`src/tap_pkg.sv`:
```
// Package with TAP state encodings, instruction codes and sizes
package tap_pkg;
    localparam int IR_WIDTH = 4;
    localparam int ID_WIDTH = 32;
    localparam int BYPASS_WIDTH = 1;
    localparam int SYNC_STAGES = 2;
    // Identification value is arbitrary
    localparam logic [31:0] ID_VALUE = 32'h1234_5ABD;
    localparam logic [3:0] IR_RESET_VALUE = 4'h1;
    localparam logic [1:0] IR_CAPTURE_VALUE = 2'h1;
    localparam logic [3:0] INSTR_IDCODE = 4'h1;
    localparam logic [3:0] INSTR_BYPASS = 4'hF;
    localparam logic [3:0] INSTR_EXTEST = 4'h0;
    localparam logic [3:0] INSTR_SAMPLE = 4'h2;

    typedef enum logic [3:0] {
        ST_RESET = 4'hF,
        ST_IDLE = 4'hC,
        ST_SEL_DR = 4'h7,
        ST_CAP_DR = 4'h6,
        ST_SHIFT_DR = 4'h2,
        ST_EXIT1_DR = 4'h1,
        ST_PAUSE_DR = 4'h3,
        ST_EXIT2_DR = 4'h0,
        ST_UPD_DR = 4'h5,
        ST_SEL_IR = 4'h4,
        ST_CAP_IR = 4'hE,
        ST_SHIFT_IR = 4'hA,
        ST_EXIT1_IR = 4'h9,
        ST_PAUSE_IR = 4'hB,
        ST_EXIT2_IR = 4'h8,
        ST_UPD_IR = 4'hD
    } tap_state_type;
endpackage : tap_pkg

```
`src/tap_edge_if.sv`:
```
// Interface carrying synchronised test pins and edge strobes
`timescale 1ns/1ps
interface tap_edge_if;
    logic rise;
    logic fall;
    logic mode_select;
    logic data_in;
    logic reset_active;
    modport src (output rise, output fall, output mode_select, output data_in, output reset_active);
    modport dst (input rise, input fall, input mode_select, input data_in, input reset_active);
endinterface : tap_edge_if

```
`src/tap_pin_sync.sv`:
```
// Pin synchroniser and test clock edge finder
`timescale 1ns/1ps
module tap_pin_sync (
    input wire logic clk_i,
    input wire logic rst_i,
    input wire logic test_clock_i,
    input wire logic test_mode_select_i,
    input wire logic test_data_in_i,
    input wire logic test_reset_n_i,
    tap_edge_if.src edge_o
);
    logic [1:0] clk_sync;
    logic [1:0] tms_sync;
    logic [1:0] tdi_sync;
    logic [1:0] trst_sync;
    logic clk_prev;

    // Two stages on every pin; only stage one feeds stage two
    always_ff @(posedge clk_i or posedge rst_i)
    begin
        if (rst_i)
        begin
            clk_sync <= 2'h0;
            tms_sync <= 2'h3;
            tdi_sync <= 2'h3;
            trst_sync <= 2'h0;
        end
        else
        begin
            clk_sync <= {clk_sync[0], test_clock_i};
            tms_sync <= {tms_sync[0], test_mode_select_i};
            tdi_sync <= {tdi_sync[0], test_data_in_i};
            trst_sync <= {trst_sync[0], test_reset_n_i};
        end
    end

    // Previous synchronised clock level for edge detection
    always_ff @(posedge clk_i or posedge rst_i)
    begin
        if (rst_i)
            clk_prev <= 1'h0;
        else
            clk_prev <= clk_sync[1];
    end

    assign edge_o.rise = clk_sync[1] & ~clk_prev;
    assign edge_o.fall = ~clk_sync[1] & clk_prev;
    assign edge_o.mode_select = tms_sync[1];
    assign edge_o.data_in = tdi_sync[1];
    assign edge_o.reset_active = ~trst_sync[1];
endmodule : tap_pin_sync

```
`src/tap_port.sv`:
```
// Boundary-scan test access port controller, sampled on the system clock
`timescale 1ns/1ps
module tap_port (
    input wire logic clk_i,
    input wire logic rst_i,
    input wire logic test_clock_i,
    input wire logic test_mode_select_i,
    input wire logic test_data_in_i,
    input wire logic test_reset_n_i,
    output logic test_data_out_o,
    output logic test_data_out_en_o,
    output logic test_mode_active_o,
    output logic [3:0] tap_state_o
);
    tap_edge_if pins ();
    tap_pkg::tap_state_type state;
    tap_pkg::tap_state_type next_state;
    logic [tap_pkg::IR_WIDTH-1:0] ir_shift;
    logic [tap_pkg::IR_WIDTH-1:0] ir;
    logic [tap_pkg::ID_WIDTH-1:0] id_shift;
    logic bypass_shift;
    logic next_tdo;
    logic reset_active;
    // Decoded controller conditions
    logic shift_ir;
    logic shift_dr;
    logic select_id;

    // Every pin crosses two flops before use; the price is three system cycles of
    // latency, which is why the test clock must stay at or below an eighth of clk_i
    tap_pin_sync u_sync (
        .clk_i(clk_i),
        .rst_i(rst_i),
        .test_clock_i(test_clock_i),
        .test_mode_select_i(test_mode_select_i),
        .test_data_in_i(test_data_in_i),
        .test_reset_n_i(test_reset_n_i),
        .edge_o(pins)
    );

    // Test reset acts without waiting for a test clock edge (two-cycle sync delay only)
    assign reset_active = pins.reset_active;

    // Shift-state decode shared by the data paths and the output enable
    assign shift_ir = (state == tap_pkg::ST_SHIFT_IR);
    assign shift_dr = (state == tap_pkg::ST_SHIFT_DR);

    // Only the identification instruction selects the long register; every other code,
    // including the boundary ones this port does not implement, falls back to bypass
    assign select_id = (ir == tap_pkg::INSTR_IDCODE);

    // Elaboration checks on the package sizes that the shift logic relies on;
    // a mismatch here would silently cut or pad the shifted words
    generate
        if (tap_pkg::IR_WIDTH < 2)
        begin : g_ir_too_short
            $error("instruction register cannot hold the capture pattern");
        end
        if (tap_pkg::ID_WIDTH != $bits(tap_pkg::ID_VALUE))
        begin : g_id_mismatch
            $error("identification width differs from its value");
        end
        if ($bits(tap_pkg::INSTR_IDCODE) != tap_pkg::IR_WIDTH)
        begin : g_code_mismatch
            $error("instruction codes differ from the register width");
        end
    endgenerate

    // State transition table of the standard controller; unknown codes fall back
    // to the reset state so a corrupted register cannot lock the port
    always_comb
    begin
        next_state = state;
        case (state)
            tap_pkg::ST_RESET: next_state = pins.mode_select ? tap_pkg::ST_RESET : tap_pkg::ST_IDLE;
            tap_pkg::ST_IDLE: next_state = pins.mode_select ? tap_pkg::ST_SEL_DR : tap_pkg::ST_IDLE;
            tap_pkg::ST_SEL_DR: next_state = pins.mode_select ? tap_pkg::ST_SEL_IR : tap_pkg::ST_CAP_DR;
            tap_pkg::ST_CAP_DR: next_state = pins.mode_select ? tap_pkg::ST_EXIT1_DR : tap_pkg::ST_SHIFT_DR;
            tap_pkg::ST_SHIFT_DR: next_state = pins.mode_select ? tap_pkg::ST_EXIT1_DR : tap_pkg::ST_SHIFT_DR;
            tap_pkg::ST_EXIT1_DR: next_state = pins.mode_select ? tap_pkg::ST_UPD_DR : tap_pkg::ST_PAUSE_DR;
            tap_pkg::ST_PAUSE_DR: next_state = pins.mode_select ? tap_pkg::ST_EXIT2_DR : tap_pkg::ST_PAUSE_DR;
            tap_pkg::ST_EXIT2_DR: next_state = pins.mode_select ? tap_pkg::ST_UPD_DR : tap_pkg::ST_SHIFT_DR;
            tap_pkg::ST_UPD_DR: next_state = pins.mode_select ? tap_pkg::ST_SEL_DR : tap_pkg::ST_IDLE;
            tap_pkg::ST_SEL_IR: next_state = pins.mode_select ? tap_pkg::ST_RESET : tap_pkg::ST_CAP_IR;
            tap_pkg::ST_CAP_IR: next_state = pins.mode_select ? tap_pkg::ST_EXIT1_IR : tap_pkg::ST_SHIFT_IR;
            tap_pkg::ST_SHIFT_IR: next_state = pins.mode_select ? tap_pkg::ST_EXIT1_IR : tap_pkg::ST_SHIFT_IR;
            tap_pkg::ST_EXIT1_IR: next_state = pins.mode_select ? tap_pkg::ST_UPD_IR : tap_pkg::ST_PAUSE_IR;
            tap_pkg::ST_PAUSE_IR: next_state = pins.mode_select ? tap_pkg::ST_EXIT2_IR : tap_pkg::ST_PAUSE_IR;
            tap_pkg::ST_EXIT2_IR: next_state = pins.mode_select ? tap_pkg::ST_UPD_IR : tap_pkg::ST_SHIFT_IR;
            tap_pkg::ST_UPD_IR: next_state = pins.mode_select ? tap_pkg::ST_SEL_DR : tap_pkg::ST_IDLE;
            default: next_state = tap_pkg::ST_RESET;
        endcase
    end

    // State register steps on rising test clock; held in reset while reset is low
    // Test reset outranks a rising edge in the same cycle, so no half step survives it
    always_ff @(posedge clk_i or posedge rst_i)
    begin
        if (rst_i)
            state <= tap_pkg::ST_RESET;
        else if (reset_active)
            state <= tap_pkg::ST_RESET;
        else if (pins.rise)
            state <= next_state;
    end

    // Instruction path: reset loads the identification instruction
    // The shift stage is reloaded with the reset value too, so a later update cannot apply a stale code
    always_ff @(posedge clk_i or posedge rst_i)
    begin
        if (rst_i)
        begin
            ir_shift <= tap_pkg::IR_RESET_VALUE;
            ir <= tap_pkg::IR_RESET_VALUE;
        end
        else if (reset_active || state == tap_pkg::ST_RESET)
        begin
            ir <= tap_pkg::INSTR_IDCODE;
            ir_shift <= tap_pkg::IR_RESET_VALUE;
        end
        else if (pins.rise)
        begin
            if (state == tap_pkg::ST_CAP_IR)
                ir_shift <= {{(tap_pkg::IR_WIDTH-2){1'b0}}, tap_pkg::IR_CAPTURE_VALUE};
            else if (shift_ir)
                ir_shift <= {pins.data_in, ir_shift[tap_pkg::IR_WIDTH-1:1]};
            else if (state == tap_pkg::ST_UPD_IR)
                ir <= ir_shift;
        end
    end

    // Data paths: identification register and bypass bit
    // Both load on every pass through capture so either path starts from a known value
    always_ff @(posedge clk_i or posedge rst_i)
    begin
        if (rst_i)
        begin
            id_shift <= tap_pkg::ID_VALUE;
            bypass_shift <= 1'b0;
        end
        else if (pins.rise)
        begin
            if (state == tap_pkg::ST_CAP_DR)
            begin
                id_shift <= tap_pkg::ID_VALUE;
                bypass_shift <= 1'b0;
            end
            else if (shift_dr)
            begin
                // Unsupported instructions fall back to the bypass path
                if (select_id)
                    id_shift <= {pins.data_in, id_shift[tap_pkg::ID_WIDTH-1:1]};
                else
                    bypass_shift <= pins.data_in;
            end
        end
    end

    // Output bit selected from the active shift path
    // Instruction shifting takes priority, since the held instruction is still the old one
    always_comb
    begin
        if (shift_ir)
            next_tdo = ir_shift[0];
        else if (select_id)
            next_tdo = id_shift[0];
        else
            next_tdo = bypass_shift;
    end

    // Data output updates only on falling edges, or clears on test reset, so the controller samples a stable bit
    always_ff @(posedge clk_i or posedge rst_i)
    begin
        if (rst_i)
            test_data_out_o <= 1'b0;
        else if (reset_active)
            test_data_out_o <= 1'b0;
        else if (pins.fall)
            test_data_out_o <= next_tdo;
    end

    // Enable moves on the same falling edge, so the pin is driven for exactly
    // the bits that the controller reads and released half a test clock after
    always_ff @(posedge clk_i or posedge rst_i)
    begin
        if (rst_i)
            test_data_out_en_o <= 1'b0;
        else if (reset_active)
            test_data_out_en_o <= 1'b0;
        else if (pins.fall)
            test_data_out_en_o <= shift_ir || shift_dr;
    end

    // Test mode flag: low reset means normal operation; the controller
    // is expected to raise reset once after power-up before use
    // Follows the pin through the synchroniser and one more flop; no test clock is needed
    always_ff @(posedge clk_i or posedge rst_i)
    begin
        if (rst_i)
            test_mode_active_o <= 1'b0;
        else
            test_mode_active_o <= ~reset_active;
    end

    // State exported for observation
    // Registered so the port comes straight from a flop; it trails the controller by one cycle
    always_ff @(posedge clk_i or posedge rst_i)
    begin
        if (rst_i)
            tap_state_o <= tap_pkg::ST_RESET;
        else
            tap_state_o <= state;
    end
endmodule : tap_port

```
`config.mk`:
```
export PLATFORM = sky130hd
export DESIGN_NAME = tap_port
export DESIGN_NICKNAME = d
export VERILOG_FILES = /design/src/tap_pkg.sv /design/src/tap_edge_if.sv /design/src/tap_pin_sync.sv /design/src/tap_port.sv
export SDC_FILE = /design/constraint.sdc
export NUM_CORES = 1
export LEC_CHECK = 0
export ABC_CLOCK_PERIOD_IN_PS = 5100
export BUFFER_PORTS_ARGS = -buffer_cell sky130_fd_sc_hd__buf_2
export CAP_MARGIN = 20
export CORE_UTILIZATION = 40
export DETAILED_ROUTE_END_ITERATION = 7
export PLACE_DENSITY = 0.63
export SETUP_SLACK_MARGIN = 0.05
export SLEW_MARGIN = 20
export SYNTH_ARGS = -nofsm -noshare
export SYNTH_HDL_FRONTEND = slang
export SYNTH_SLANG_ARGS = --single-unit
```
`constraint.sdc`:
```
create_clock -name clk_i -period 5.1 [get_ports clk_i]
set_clock_uncertainty 0.05 [all_clocks]
set_input_delay 0.255 -clock clk_i [delete_from_list [all_inputs] [get_ports clk_i]]
set_output_delay 0.255 -clock clk_i [all_outputs]
set_load 0.1 [all_outputs]
```
Word level (Yosys, flattened, before mapping)
Index checks and enable logic that the tools add are counted.
Widths: inputs -> output; s select.
{"block": "classes", "add_sub_neg": 0, "multipliers": 0, "div": 0, "order_cmp": 0, "n_eq_ne": 21, "shifts": 0, "mux": 36, "bitwise_logic": 5, "reduce_logical": 15}
{"cell": "$mux 32", "n": 3}
{"cell": "$mux 4", "n": 12}
{"cell": "$pmux 4 s12", "n": 1}
{"cell": "$eq 4x4->1 const B", "n": 8}
{"cell": "$eq 4x3->1 const B", "n": 4}
{"cell": "$mux 2", "n": 6}
{"cell": "$mux 3", "n": 4}
{"cell": "$mux 1", "n": 10}
{"cell": "$eq 4x1->1 const B", "n": 2}
{"cell": "$eq 4x2->1 const B", "n": 2}
{"cell": "$reduce_bool 2->1", "n": 4}
{"cell": "$ne 2x2->1 const B", "n": 3}
{"cell": "$reduce_and 3->1", "n": 2}
{"cell": "$logic_not 4->1", "n": 1}
{"cell": "$ne 2x1->1 const B", "n": 2}
{"cell": "$reduce_and 4->1", "n": 1}
{"cell": "$reduce_or 2->1", "n": 2}
{"cell": "$not 1->1", "n": 3}
{"cell": "$reduce_bool 3->1", "n": 1}
{"cell": "$reduce_or 3->1", "n": 1}
{"cell": "$and 1x1->1", "n": 2}
{"cell": "$logic_or 1x1->1", "n": 2}
{"cell": "$reduce_and 2->1", "n": 1}
{"block": "word_totals", "reg_bits": 61, "latchBits": 0, "ramBits": 0, "romBits": 0, "input_bits": 6, "output_inout_bits": 7, "word_cells": 91, "n_memories": 0}

Longest topological paths before layout
Gate-level depths: netlist (run 1).
{"block": "depth", "depth_word": 6, "ltp_mapped": 6, "depth_no_buf": 3}

By module
From an unflattened synthesis (run 1), not the netlist that was laid out.
{"block": "unflattened", "hier_cells": 206, "area_unflattened_um2": 2511.2}
{"module": "tap_port", "n_inst": 1, "cells_each": 193, "area_each_um2": 2258.4, "seq_area_each_um2": 1332.5}
{"module": "tap_pin_sync", "n_inst": 1, "cells_each": 13, "area_each_um2": 252.7, "seq_area_each_um2": 230.2}

Worst setup path before layout (run 1)
OpenSTA, ideal clock, no wires.
{"block": "synth_timing", "kind": "register -> register", "from": "reg ir[0] in the netlist's numbering", "to": "reg id_shift[13] in the netlist's numbering", "setup_time_ps": 121, "arrival_ps": 1842, "required_ps": 4929, "slack_ps": 3087, "stages_incl_launch_ff": 7, "path_buffers": 3, "synth_period_minus_slack_ps": 2013, "path_cell_list": "dfstp_2 -> or4b_1 -> buf_2 -> a211o_1 -> buf_6 -> buf_6 -> a22o_2"}
{"block": "synth_via", "elab_chain_cells": 3}
{"item": "start, declared", "line_no": "tap_port.sv:19", "rtl": "logic [tap_pkg::IR_WIDTH-1:0] ir;"}
{"item": "start signal, assigned", "line_no": "tap_port.sv:114", "rtl": "ir <= tap_pkg::IR_RESET_VALUE;"}
{"item": "start signal, assigned", "line_no": "tap_port.sv:118", "rtl": "ir <= tap_pkg::INSTR_IDCODE;"}
{"item": "start signal, assigned", "line_no": "tap_port.sv:128", "rtl": "ir <= ir_shift;"}
{"item": "$eq 4x1->1", "line_no": "tap_port.sv:50", "rtl": "assign select_id = (ir == tap_pkg::INSTR_IDCODE);"}
{"item": "$reduce_bool 2->1 (no source line)"}
{"item": "$reduce_and 3->1 (no source line)"}
{"item": "end signal, assigned", "line_no": "tap_port.sv:138", "rtl": "id_shift <= tap_pkg::ID_VALUE;"}
{"item": "end signal, assigned", "line_no": "tap_port.sv:145", "rtl": "id_shift <= tap_pkg::ID_VALUE;"}
{"item": "end signal, assigned", "line_no": "tap_port.sv:152", "rtl": "id_shift <= {pins.data_in, id_shift[tap_pkg::ID_WIDTH-1:1]};"}
{"item": "end, declared", "line_no": "tap_port.sv:20", "rtl": "logic [tap_pkg::ID_WIDTH-1:0] id_shift;"}
No other way between the ends.
A chain may end at the register's enable or synchronous reset.

Final worst setup path (run 1)
{"block": "layout_timing", "from": "reg ir[0] in the netlist's numbering", "to": "reg id_shift[10] in the netlist's numbering"}
Same word-level chain as after synthesis.

==> results of run 1 <==
[logic make-up (layout without fill, tap and decap cells)]
kind of cell,after synthesis,after routing,share of synthesized area (%)
flip-flops,61,61,60.19
multiplexers,19,19,7.373
buffers and inverters,37,56,6.843
AND/OR/NAND/NOR,52,52,11.71
AO/OA/AOI/OAI,44,44,13.88
[power groups by stage]
stage | combinational [uW] | sequential (uW) | clock, uW
2_1_floorplan | 35.0 | 530 | 0
3_3_place_gp | 59.3 | 519 | 0
3_5_place_dp | 59.6 | 520 | 0
4_1_cts | 62.0 | 511 | 455
5_1_grt | 66.8 | 513 | 469
6_report | 61.2 | 511 | 440
[area by class of cell]
class	count	area, um^2
inverters	21	78.83
clock inverters	5	58.81
clock buffers	11	151.4
well taps	75	93.84
multi-input cells	115	862.1
repair buffers	19	122.6
flip-flops and latches	61	1563
fillers	564	3166
[worst max-delay path by stage]
stage	start	endpoint	depth (start not counted)
after CTS	ir[0]	id_shift[10]	3
after floorplan	ir[0]	id_shift[13]	6
after global routing	ir[0]	id_shift[19]	3
final	ir[0]	id_shift[10]	3
after global placement	ir[0]	id_shift[16]	3
after detailed placement	ir[0]	id_shift[16]	3
[per-layer routing]
layer	wire length (um)	vias up	global-route usage, %
li1	-	774	-
met1	2224	769	21.64
met2	1913	34	20.91
met3	152	6	3.626
met4	74	0	8.793
met5	0	-	0
[metrics by stage]
step / cells / hold slack, ps / area, um^2 / worst slack [ps] / total power [uW]
floorplan: 213 / 209.5 / 2596 / 3087 / 565.5
global placement: 287 / 283.7 / 2680 / 2866 / 578.7
detailed placement: 287 / 285.6 / 2680 / 2838 / 579.3
CTS: 307 / 99.82 / 2930 / 2819 / 1029
global route: 307 / 131.4 / 2930 / 2736 / 1049
finish: 307 / 68.36 / 2930 / 2854 / 1012
[registers in the layout (all words and copies together), names as in the netlist, 2 cells and up]
name              cells
id_shift             32
ir                    4
ir_shift              4
state                 4
tap_state_o           4
u_sync.clk_sync       2
u_sync.tdi_sync       2
u_sync.tms_sync       2
u_sync.trst_sync      2
[cells in the final DEF (no fill, tap or decap), types with 2 or more instances in the layout]
| master | n |
|---|---|
| buf_4 | 3 |
| nand2_1 | 8 |
| a32o_1 | 4 |
| and3b_1 | 3 |
| nand2b_1 | 2 |
| dfrtp_1 | 32 |
| nor3b_1 | 3 |
| o21ai_0 | 3 |
| nor2b_1 | 4 |
| mux2i_1 | 18 |
| clkbuf_8 | 11 |
| dfstp_2 | 29 |
| nand3b_1 | 2 |
| a31oi_1 | 2 |
| inv_1 | 20 |
| and3_1 | 2 |
| nor2_1 | 19 |
| a22oi_1 | 3 |
| o221ai_1 | 2 |
| dlygate4sd3_1 | 4 |
| buf_2 | 12 |
| a22o_2 | 6 |
| o211ai_1 | 3 |
| o22ai_1 | 3 |
| clkinvlp_4 | 2 |
| nor4bb_1 | 2 |
| a22o_1 | 10 |
| or4b_1 | 2 |
[critical path: cells and delay by family (launching register included)]
kind	cells	cell delay [ps]
flops	1	540
compound gates	1	270
simple gates	2	1320
[timing repair]
item | in CTS | in global routing
resized for setup | 0 | 0
endpoints found under the hold margin | 4 | 0
hold buffers | 4 | 0
==> impl_results.md, run 1 <==
* Vias in the first global route at 1506
* Number of enable-type register cells in the synthesized netlist at 0
* Mean instance size in the synthesized netlist at 12.19 um^2
* Post-synth top area share at 30.84%
* Sum of overflow across all layers after global routing at 0
* Worst hold-check path type: in -> async
* Final setup violation count at 0
* Largest stage delay, worst path at 740 ps
* Antenna violations before repair at 0
* Headroom to the max-slew limit at 44.66%
* Cells on worst reg2reg path at 3
* Final standard cell utilization of the core at 48.07%
* Share of post-route cells with drive strength above 1 at 30.17%
* Data arrival time at the worst-slack endpoint at 2460 ps
* Leading post-synthesis cells by instance count: dfrtp_1 (32), dfstp_2 (29), inv_1 (21)
* Sinks on Clock Net at 61
* # Max-Cap Violations at 0
* Number of buffers created by CTS at 9
* First-iteration detailed-routing DRC count at 123
* Clock latency at the later pin of the worst-skew pair at 330 ps
* Root buf cell: clkbuf_8
* Sequential power share at 50.5%
* I/O pin count at 13
* Final Wtd Congestion at 0.7663
* Number of vias in the routed layout at 1583
* CP cell instances: or4b_1 -> nor4_4 -> a22o_2
* Clock transition at the registers of the reported paths at 70 ps
* Switching Fraction at 24.28%
* Kind of end point of the critical path: flop
* Final period utilization at 44.04%
* Net Switching at 245.8 uW
* Async SR Flop Fraction at 100.0%
* Count of endpoints failing hold in the final timing report at 0
* Placement row count at 28
* Crit path kind: reg -> reg
* Worst Tran Pin Value at 824.0 ps
* TritonCTS clock tree: done
* Area contributors post-synth: dfrtp_1 (31%), dfstp_2 (29%), mux2i_1 (6.9%)
* Clk pwr share at 43.4%
* Maximum level of the CTS H-tree at 3
* Library cell with the highest instance count after synthesis: dfrtp_1
* Number of warnings issued by yosys at 0
* Sequential cell area fraction in the yosys report at 60.19%
* Reg2reg end: id_shift[10]
* Dominant register cell in the synthesized netlist: dfrtp_1
* Setup Total Neg Slack at 0 ps
* Outcome: finished clean
* # DRC at 0
* DIE WIDTH at 82.57 um
* Net count after synthesis at 219
* Max FO, Critical Path at 16
* Post-route ant nets at 0
* Maximum buffer depth of the clock tree at 2
* Vias per cell at 5.156
* Fmax achieved at 445.2 MHz
* Worst voltage drop across the vdd grid at 0.0001915 V
* Initial core utilization at 42.59%
* Number of nets in the layout at 233
* PortBufs at 12
* Count of pins over their slew limit at 0
* R2r startpoint: ir[0]
* Placed wire-length estimate after detailed placement at 2600 um
* Internal reg-to-reg setup slack at 2850 ps
* Static Leak at 0.001315 uW
* Critical-path top delay cell: nor4_4
* Wire length of the first global-routing pass at 7458 um
* Power per unit of standard cell area at 345.5 mW/mm^2
* Floorplan die area at 0.006817 mm^2
* Proportion of power drawn by combinational gates at 6.0%
* Post-layout minimum cycle time at 2246 ps
* Mapped cell area at 0.002596 mm^2
* Internal Power at 766.5 uW
* RSZ-0062 raised after global routing: false
* Required arrival time at the worst endpoint at 5320 ps
* Ant diodes at 0
* Global Route Usage Sum at 15.19%
* Count of state elements after synthesis at 61
* Critical Path Start Type: flop
* Library cell occupying the most area in the post-synthesis netlist: dfrtp_1
* Core Box Area at 0.006096 mm^2
* Gate count after technology mapping at 213
* Signed area change from the synthesized netlist to the final layout at 12.87%
* First-pass iteration count of the detailed router at 4
* WL per Instance at 14.22 um
* Number of unique standard cell types used by synthesis at 41
* Floorplan die height at 82.57 um
* Largest net degree at the start of global routing at 62
* Routed wire length at 4365 um
* Setup Buffers After CTS at 0
Power figures use the tool's default switching activity.
==> run 2: changes to the inputs <==
ABC_AREA = 1   (was default)
ABC_CLOCK_PERIOD_IN_PS = 2000   (was 5100)
PLACE_DENSITY = 0.65   (was 0.63)
clock period = 2 ns   (was 5.1 ns; I/O delays follow)
==> impl_results.md, run 2 <==
* Crit path kind: reg -> reg (unchanged)
* CP cell instances: inv_2 -> nor2_8 -> nand2_8 -> inv_8 -> nand2_4 -> nand2_1 -> nand2_1 (was or4b_1 -> nor4_4 -> a22o_2)
* Number of warnings issued by yosys at 0 (unchanged)
* Share of post-route cells with drive strength above 1 at 24.42% (was 30.17%)
* Number of fill cells at 605 (was 564)
* Clock transition at the registers of the reported paths at 70 ps (about the same)
* Final Total Pwr at 3026 uW (was 1012 uW)
* Floorplan die height at 85.11 um (was 82.57 um)
* Mean instance size in the synthesized netlist at 8.688 um^2 (was 12.19 um^2)
* Largest stage delay, worst path at 620 ps (was 740 ps)
* Setup Total Neg Slack at 0 ps (unchanged)
* Post-Layout Cell Count at 421 (was 307)
* # DRC at 0 (unchanged)
* Number of resized instances in the post-cts repair step at 0 (unchanged)
* Max FO, Critical Path at 32 (was 16)
* Initial core utilization at 42.54% (was 42.59%)
* Net count after synthesis at 324 (was 219)
* Power per unit of standard cell area at 962.7 mW/mm^2 (was 345.5 mW/mm^2)
* Clock latency at the later pin of the worst-skew pair at 340 ps (was 330 ps)
* Maximum buffer depth of the clock tree at 2 (unchanged)
* Vias in the first global route at 1899 (was 1506)
* Post-route ant nets at 0 (unchanged)
* Flip-flop count of the largest register after layout at 32 (unchanged)
* Min setup slack post-route at 270.9 ps (was 2854 ps)
* Number of enable-type register cells in the synthesized netlist at 0 (unchanged)
* Setup Buffers After CTS at 0 (unchanged)
* Static Leak at 0.001664 uW (was 0.001315 uW)
* Critical-path top delay cell: dfstp_2 (was nor4_4)
* First-iteration detailed-routing DRC count at 121 (was 123)
* Area contributors post-synth: dfrtp_1 (29%), dfstp_2 (28%), nand2_1 (17%) (was dfrtp_1 (31%), dfstp_2 (29%), mux2i_1 (6.9%))
* Final setup violation count at 0 (unchanged)
* Final period utilization at 86.46% (was 44.04%)
* Largest net degree at the start of global routing at 42 (was 62)
* Leading cell types in the layout, fill and taps excluded: nand2_1 (126), nand3_1 (36), dfrtp_1 (32), inv_1 (29), dfstp_2 (29) (was dfrtp_1 (32), dfstp_2 (29), inv_1 (20), nor2_1 (19), mux2i_1 (18))
* Wire length of the first global-routing pass at 8507 um (was 7458 um)
* Final Wtd Congestion at 0.9535 (was 0.7663)
* Worst hold-check path type: in -> async (unchanged)
* Count of hold buffers inserted by post-cts repair at 5 (was 4)
* Number of nets in the layout at 345 (was 233)
* Required arrival time at the worst endpoint at 2190 ps (was 5320 ps)
* Placed insts at 400 (was 287)
* Outcome: finished clean (unchanged)
* Number of vias in the routed layout at 1959 (was 1583)
* Library cell occupying the most area in the post-synthesis netlist: dfrtp_1 (unchanged)
* Placement row count at 29 (was 28)
* Placed wire-length estimate after detailed placement at 3062 um (was 2600 um)
* Headroom to the max-slew limit at 67.46% (was 44.66%)
* Post-layout minimum cycle time at 1729 ps (was 2246 ps)
* Number of unique standard cell types used by synthesis at 25 (was 41)
* Kind of end point of the critical path: flop (unchanged)
* Count of pins over their slew limit at 0 (unchanged)
* Post-synth top area share at 28.99% (was 30.84%)
* TritonCTS clock tree: done (unchanged)
* Async SR Flop Fraction at 100.0% (unchanged)
* Mapped cell area at 0.002763 mm^2 (was 0.002596 mm^2)
* Floorplan die area at 0.007243 mm^2 (was 0.006817 mm^2)
* Sum of overflow across all layers after global routing at 0 (unchanged)
* Library cell with the highest instance count after synthesis: nand2_1 (was dfrtp_1)
* Core Box Area at 0.006495 mm^2 (was 0.006096 mm^2)
* PortBufs at 12 (unchanged)
* Leading post-synthesis cells by instance count: nand2_1 (126), nand3_1 (36), dfrtp_1 (32) (was dfrtp_1 (32), dfstp_2 (29), inv_1 (21))
* Maximum level of the CTS H-tree at 3 (unchanged)
* Signed area change from the synthesized netlist to the final layout at 13.77% (was 12.87%)
* Gate count after technology mapping at 318 (was 213)
* Worst Tran Pin Value at 491.5 ps (was 824.0 ps)
* Final standard cell utilization of the core at 48.39% (was 48.07%)
* WL per Instance at 11.52 um (was 14.22 um)
* Cell repeated most along the worst path: nand2_1
* DIE WIDTH at 85.11 um (was 82.57 um)
* Dominant register cell in the synthesized netlist: dfrtp_1 (unchanged)
* Sequential cell area fraction in the yosys report at 56.57% (was 60.19%)
* Count of endpoints failing hold in the final timing report at 0 (unchanged)
* RSZ-0062 raised after global routing: false (unchanged)
* Count of state elements after synthesis at 61 (unchanged)
* I/O pin count at 13 (unchanged)
* Routed wire length at 4852 um (was 4365 um)
* Cells on worst reg2reg path at 7 (was 3)
* Largest reg by FF count: id_shift (unchanged)
* Number of buffers created by CTS at 9 (unchanged)
* Sinks on Clock Net at 61 (unchanged)
* DP Worst Slack at 282.1 ps (was 2838 ps)
* Global Route Usage Sum at 15.31% (was 15.19%)
* Vias per cell at 4.653 (was 5.156)
* First-pass iteration count of the detailed router at 4 (unchanged)
* Fmax achieved at 578.3 MHz (was 445.2 MHz)
* Most common cell after layout, fill and taps aside: nand2_1 (was dfrtp_1)
* # Max-Cap Violations at 0 (unchanged)
* Worst voltage drop across the vdd grid at 0.0005647 V (was 0.0001915 V)
* Antenna violations before repair at 0 (unchanged)
* Root buf cell: clkbuf_8 (unchanged)
* Ant diodes at 0 (unchanged)
* Critical Path Start Type: flop (unchanged)
* Data arrival time at the worst-slack endpoint at 1910 ps (was 2460 ps)
## run 2: cell types whose count changed after synthesis, sizes merged, moves of 4 or more
cell	before	now
a22o	16	0
a32o	4	0
clkbuf	10	0
inv	21	34
mux2i	18	0
nand2	8	141
nand3	0	36
nor2b	4	0
o21ai	3	8
## run 2: stage by stage
stage	cell area [um^2]	hold WS, ps
6_report	3143	257.5
3_5_place_dp	2869	89.24
2_1_floorplan	2763	54.48
4_1_cts	3143	266.3
3_3_place_gp	2869	99.45
5_1_grt	3143	307.9
## run 2: cell families (layout without fill, tap and decap cells)
logic type	Yosys count	after routing	synth area share [%]
buffers and inverters	43	69	7.699
AO/OA/AOI/OAI	11	11	2.174
AND/OR/NAND/NOR	203	203	33.56
flip-flops	61	61	56.57
## run 2: worst paths after layout
kind / from / end / slack, ps
worst max-delay path: state[1] / id_shift[22] / 270
worst min-delay path: rst_i / id_shift[22] / 260
worst max register to register: state[1] / id_shift[22] / 270
worst min register to register: u_sync.trst_sync[0] / u_sync.trst_sync[1] / 310
max in group asynchronous: rst_i / u_sync.tdi_sync[1] / 1020
min in group clk_i: u_sync.trst_sync[0] / u_sync.trst_sync[1] / 310
## run 2: worst max-delay path, delay by kind of cell, from the launching register on
kind          cells  cell delay (ps)
flops             1              620
simple gates      5              720
buf+inv           2              220
## run 2: layout make-up
class | count | area, um^2 | area share, %
Tap cell | 77 | 96.34 | 3.065
Multi-Input combinational cell | 214 | 987.2 | 31.41
Clock inverter | 6 | 86.33 | 2.747
Sequential cell | 61 | 1563 | 49.72
Clock buffer | 10 | 137.6 | 4.379
Timing Repair Buffer | 19 | 137.6 | 4.379
Inverter | 34 | 135.1 | 4.299
## run 2: power breakdown
part	leakage (uW)	internal (uW)	total, uW	switching, uW
Sequential	0.000735	1330	1400	63.3
Combinational	0.000817	94.4	404	310
Clock	0.000112	733	1220	492
Total	0.00166	2160	3030	865
## run 2: routing by layer
layer,global-route usage (%),part of all wire (%),vias to the layer above
met5,0,0,-
met4,9.245,2.6,0
met1,21.18,51,881
met3,3.307,4.1,12
li1,-,-,1020
met2,22.07,42,46
==> run 3: changes to the inputs <==
ABC_CLOCK_PERIOD_IN_PS = 1600   (was 2000)
PLACE_DENSITY = 0.63   (was 0.65)
clock period = 1.6 ns   (was 2 ns; I/O delays follow)
==> impl_results.md, run 3 (synthesis gave the netlist of run 2 again) <==
* Critical Path Start Type: flop (unchanged)
* Final period utilization at 93.51% (was 86.46%)
* Antenna violations before repair at 0 (unchanged)
* Floorplan die height at 85.11 um (unchanged)
* DIE WIDTH at 85.11 um (unchanged)
* Core Box Area at 0.006495 mm^2 (unchanged)
* # Max-Cap Violations at 0 (unchanged)
* Static Leak at 0.001710 uW (was 0.001664 uW)
* Global Route Usage Sum at 16.04% (was 15.31%)
* Maximum level of the CTS H-tree at 3 (unchanged)
* Headroom to the max-slew limit at 66.48% (was 67.46%)
* R2r startpoint: state[1] (unchanged)
* Most common cell after layout, fill and taps aside: nand2_1 (unchanged)
* Net Switching at 1081 uW (was 865.2 uW)
* Largest stage delay, worst path at 540 ps (was 620 ps)
* WL per Instance at 11.67 um (was 11.52 um)
* Family with the most delay on the worst path: flip-flops (was simple AND/OR/NAND/NOR gates)
* Post-Layout Cell Count at 432 (was 421)
* Required arrival time at the worst endpoint at 1770 ps (was 2190 ps)
* Reg2reg end: bypass_shift (was id_shift[22])
* Cell repeated most along the worst path: nand2_1 (unchanged)
* Routed wire length at 5040 um (was 4852 um)
* Flip-flop count of the largest register after layout at 32 (unchanged)
* Min setup slack post-route at 103.9 ps (was 270.9 ps)
* Vias in the first global route at 1975 (was 1899)
* PortBufs at 12 (unchanged)
* First-iteration detailed-routing DRC count at 163 (was 121)
* Worst Tran Pin Value at 501.7 ps (was 491.5 ps)
* I/O pin count at 13 (unchanged)
* CP cell instances: inv_2 -> nor2_8 -> nand2_8 -> inv_8 -> buf_6 -> nand2_1 -> nand2_1 -> nand2_1 (was inv_2 -> nor2_8 -> nand2_8 -> inv_8 -> nand2_4 -> nand2_1 -> nand2_1)
* TritonCTS clock tree: done (unchanged)
* Final setup violation count at 0 (unchanged)
* Sequential power share at 45.1% (was 46.2%)
* First-pass iteration count of the detailed router at 4 (unchanged)
* Final standard cell utilization of the core at 50.38% (was 48.39%)
* Sequential standard cell area at 0.001563 mm^2 (unchanged)
* Maximum buffer depth of the clock tree at 2 (unchanged)
* Ant diodes at 0 (unchanged)
* Max FO, Critical Path at 18 (was 32)
* DP Worst Slack at 83.31 ps (was 282.1 ps)
* Outcome: finished clean (unchanged)
* Initial core utilization at 42.54% (unchanged)
* Count of pins over their slew limit at 0 (unchanged)
* Sum of overflow across all layers after global routing at 0 (unchanged)
* Share of post-route cells with drive strength above 1 at 26.76% (was 24.42%)
* Leading cell types in the layout, fill and taps excluded: nand2_1 (126), nand3_1 (36), dfrtp_1 (32), inv_1 (29), dfstp_2 (29) (unchanged)
* Number of nets in the layout at 356 (was 345)
* Footprint of the multi-input gates at 0.001028 mm^2 (was 987.2 um^2)
* Post-layout minimum cycle time at 1496 ps (was 1729 ps)
* Wire length of the first global-routing pass at 8942 um (was 8507 um)
* Number of buffers created by CTS at 9 (unchanged)
* Setup Total Neg Slack at 0 ps (unchanged)
* Kind of end point of the critical path: flop (unchanged)
* # DRC at 0 (unchanged)
* Floorplan die area at 0.007243 mm^2 (unchanged)
* Largest net degree at the start of global routing at 33 (was 42)
* Internal Power at 2750 uW (was 2161 uW)
* Sinks on Clock Net at 61 (unchanged)
* Cells on worst reg2reg path at 8 (was 7)
* Clock transition at the registers of the reported paths at 70 ps (about the same)
* Clock latency at the later pin of the worst-skew pair at 340 ps (about the same)
* Power per unit of standard cell area at 1171 mW/mm^2 (was 962.7 mW/mm^2)
* Placed insts at 407 (was 400)
* Fmax achieved at 668.4 MHz (was 578.3 MHz)
* Root buf cell: clkbuf_8 (unchanged)
* Number of vias in the routed layout at 2038 (was 1959)
* Proportion of power drawn by combinational gates at 16.0% (was 13.4%)
* Data arrival time at the worst-slack endpoint at 1670 ps (was 1910 ps)
* Internal reg-to-reg setup slack at 100 ps (was 270 ps)
* Post-route ant nets at 0 (unchanged)
* Critical-path top delay cell: dfstp_2 (unchanged)
* Count of endpoints failing hold in the final timing report at 0 (unchanged)
* Final Wtd Congestion at 0.8550 (was 0.9535)
* Number of fill cells at 606 (was 605)
* RSZ-0062 raised after global routing: true (was false)
* Crit path kind: reg -> reg (unchanged)
* Placement row count at 29 (unchanged)
* Clk pwr share at 38.9% (was 40.5%)
* Worst voltage drop across the vdd grid at 0.0007058 V (was 0.0005647 V)
* Placed wire-length estimate after detailed placement at 3225 um (was 3062 um)
* Worst hold-check path type: in -> async (unchanged)
* Switching Fraction at 28.21% (was 28.59%)
* Vias per cell at 4.718 (was 4.653)
* Signed area change from the synthesized netlist to the final layout at 18.43% (was 13.77%)
* Largest reg by FF count: id_shift (unchanged)
* CP bufs+invs at 3 (was 2)
[run 3: per-stage QoR]
step                      instance area, um^2  total power [uW]  hold WS (ps)
after floorplan                          2766              2189         34.48
after global placement                   2938              2306         91.18
after detailed placement                 2938              2309         92.62
after CTS                                3204              3826         277.5
after global routing                     3272              4007         308.8
final                                    3272              3831         281.4
[run 3: worst max path at each step]
stage,start,end,slack (ps),cells after the start
floorplan,state[2],id_shift[16],90,9
global placement,state[2],id_shift[12],80,7
detailed placement,state[2],id_shift[0],80,7
CTS,state[0],id_shift[17],70,6
global route,state[1],bypass_shift,20,8
finish,state[1],bypass_shift,100,8
[run 3: worst register-to-register path, stage by stage (launching register included)]
cell	delay, ps
dfstp_2	540
inv_2	70
nor2_8	200
nand2_8	110
inv_8	80
buf_6	170
nand2_1	60
nand2_1	60
nand2_1	50
[run 3: metal layers]
metal / share of wire (%) / GRT usage, % / wire, um
met5: 0 / 0 / 0
met4: 1.9 / 9.245 / 96
met3: 3.5 / 4.183 / 177
met2: 43 / 22.14 / 2161
met1: 52 / 22.72 / 2605
[run 3: final cells by class]
type / count / area share [%]
Inverter: 34 / 4.245
Sequential cell: 61 / 47.76
Timing Repair Buffer: 29 / 6.998
Multi-Input combinational cell: 215 / 31.43
Tap cell: 77 / 2.945
Clock inverter: 5 / 2.294
Clock buffer: 11 / 4.321
[run 3: timing repair]
| item | 4_1_cts | 5_1_grt |
|---|---|---|
| setup endpoints to repair | 0 | 36 |
| hold endpoints to repair | 12 | 0 |
| gates resized for setup | 0 | 6 |
| hold buffers | 5 | 0 |
| buffers inserted | 0 | 3 |
[run 3: power by group through the flow]
stage	Combinational (uW)	Clock (uW)	Sequential, uW
floorplan	299	0	1890
global placement	547	0	1760
detailed placement	549	0	1760
CTS	560	1530	1730
global route	664	1600	1740
finish	611	1490	1730
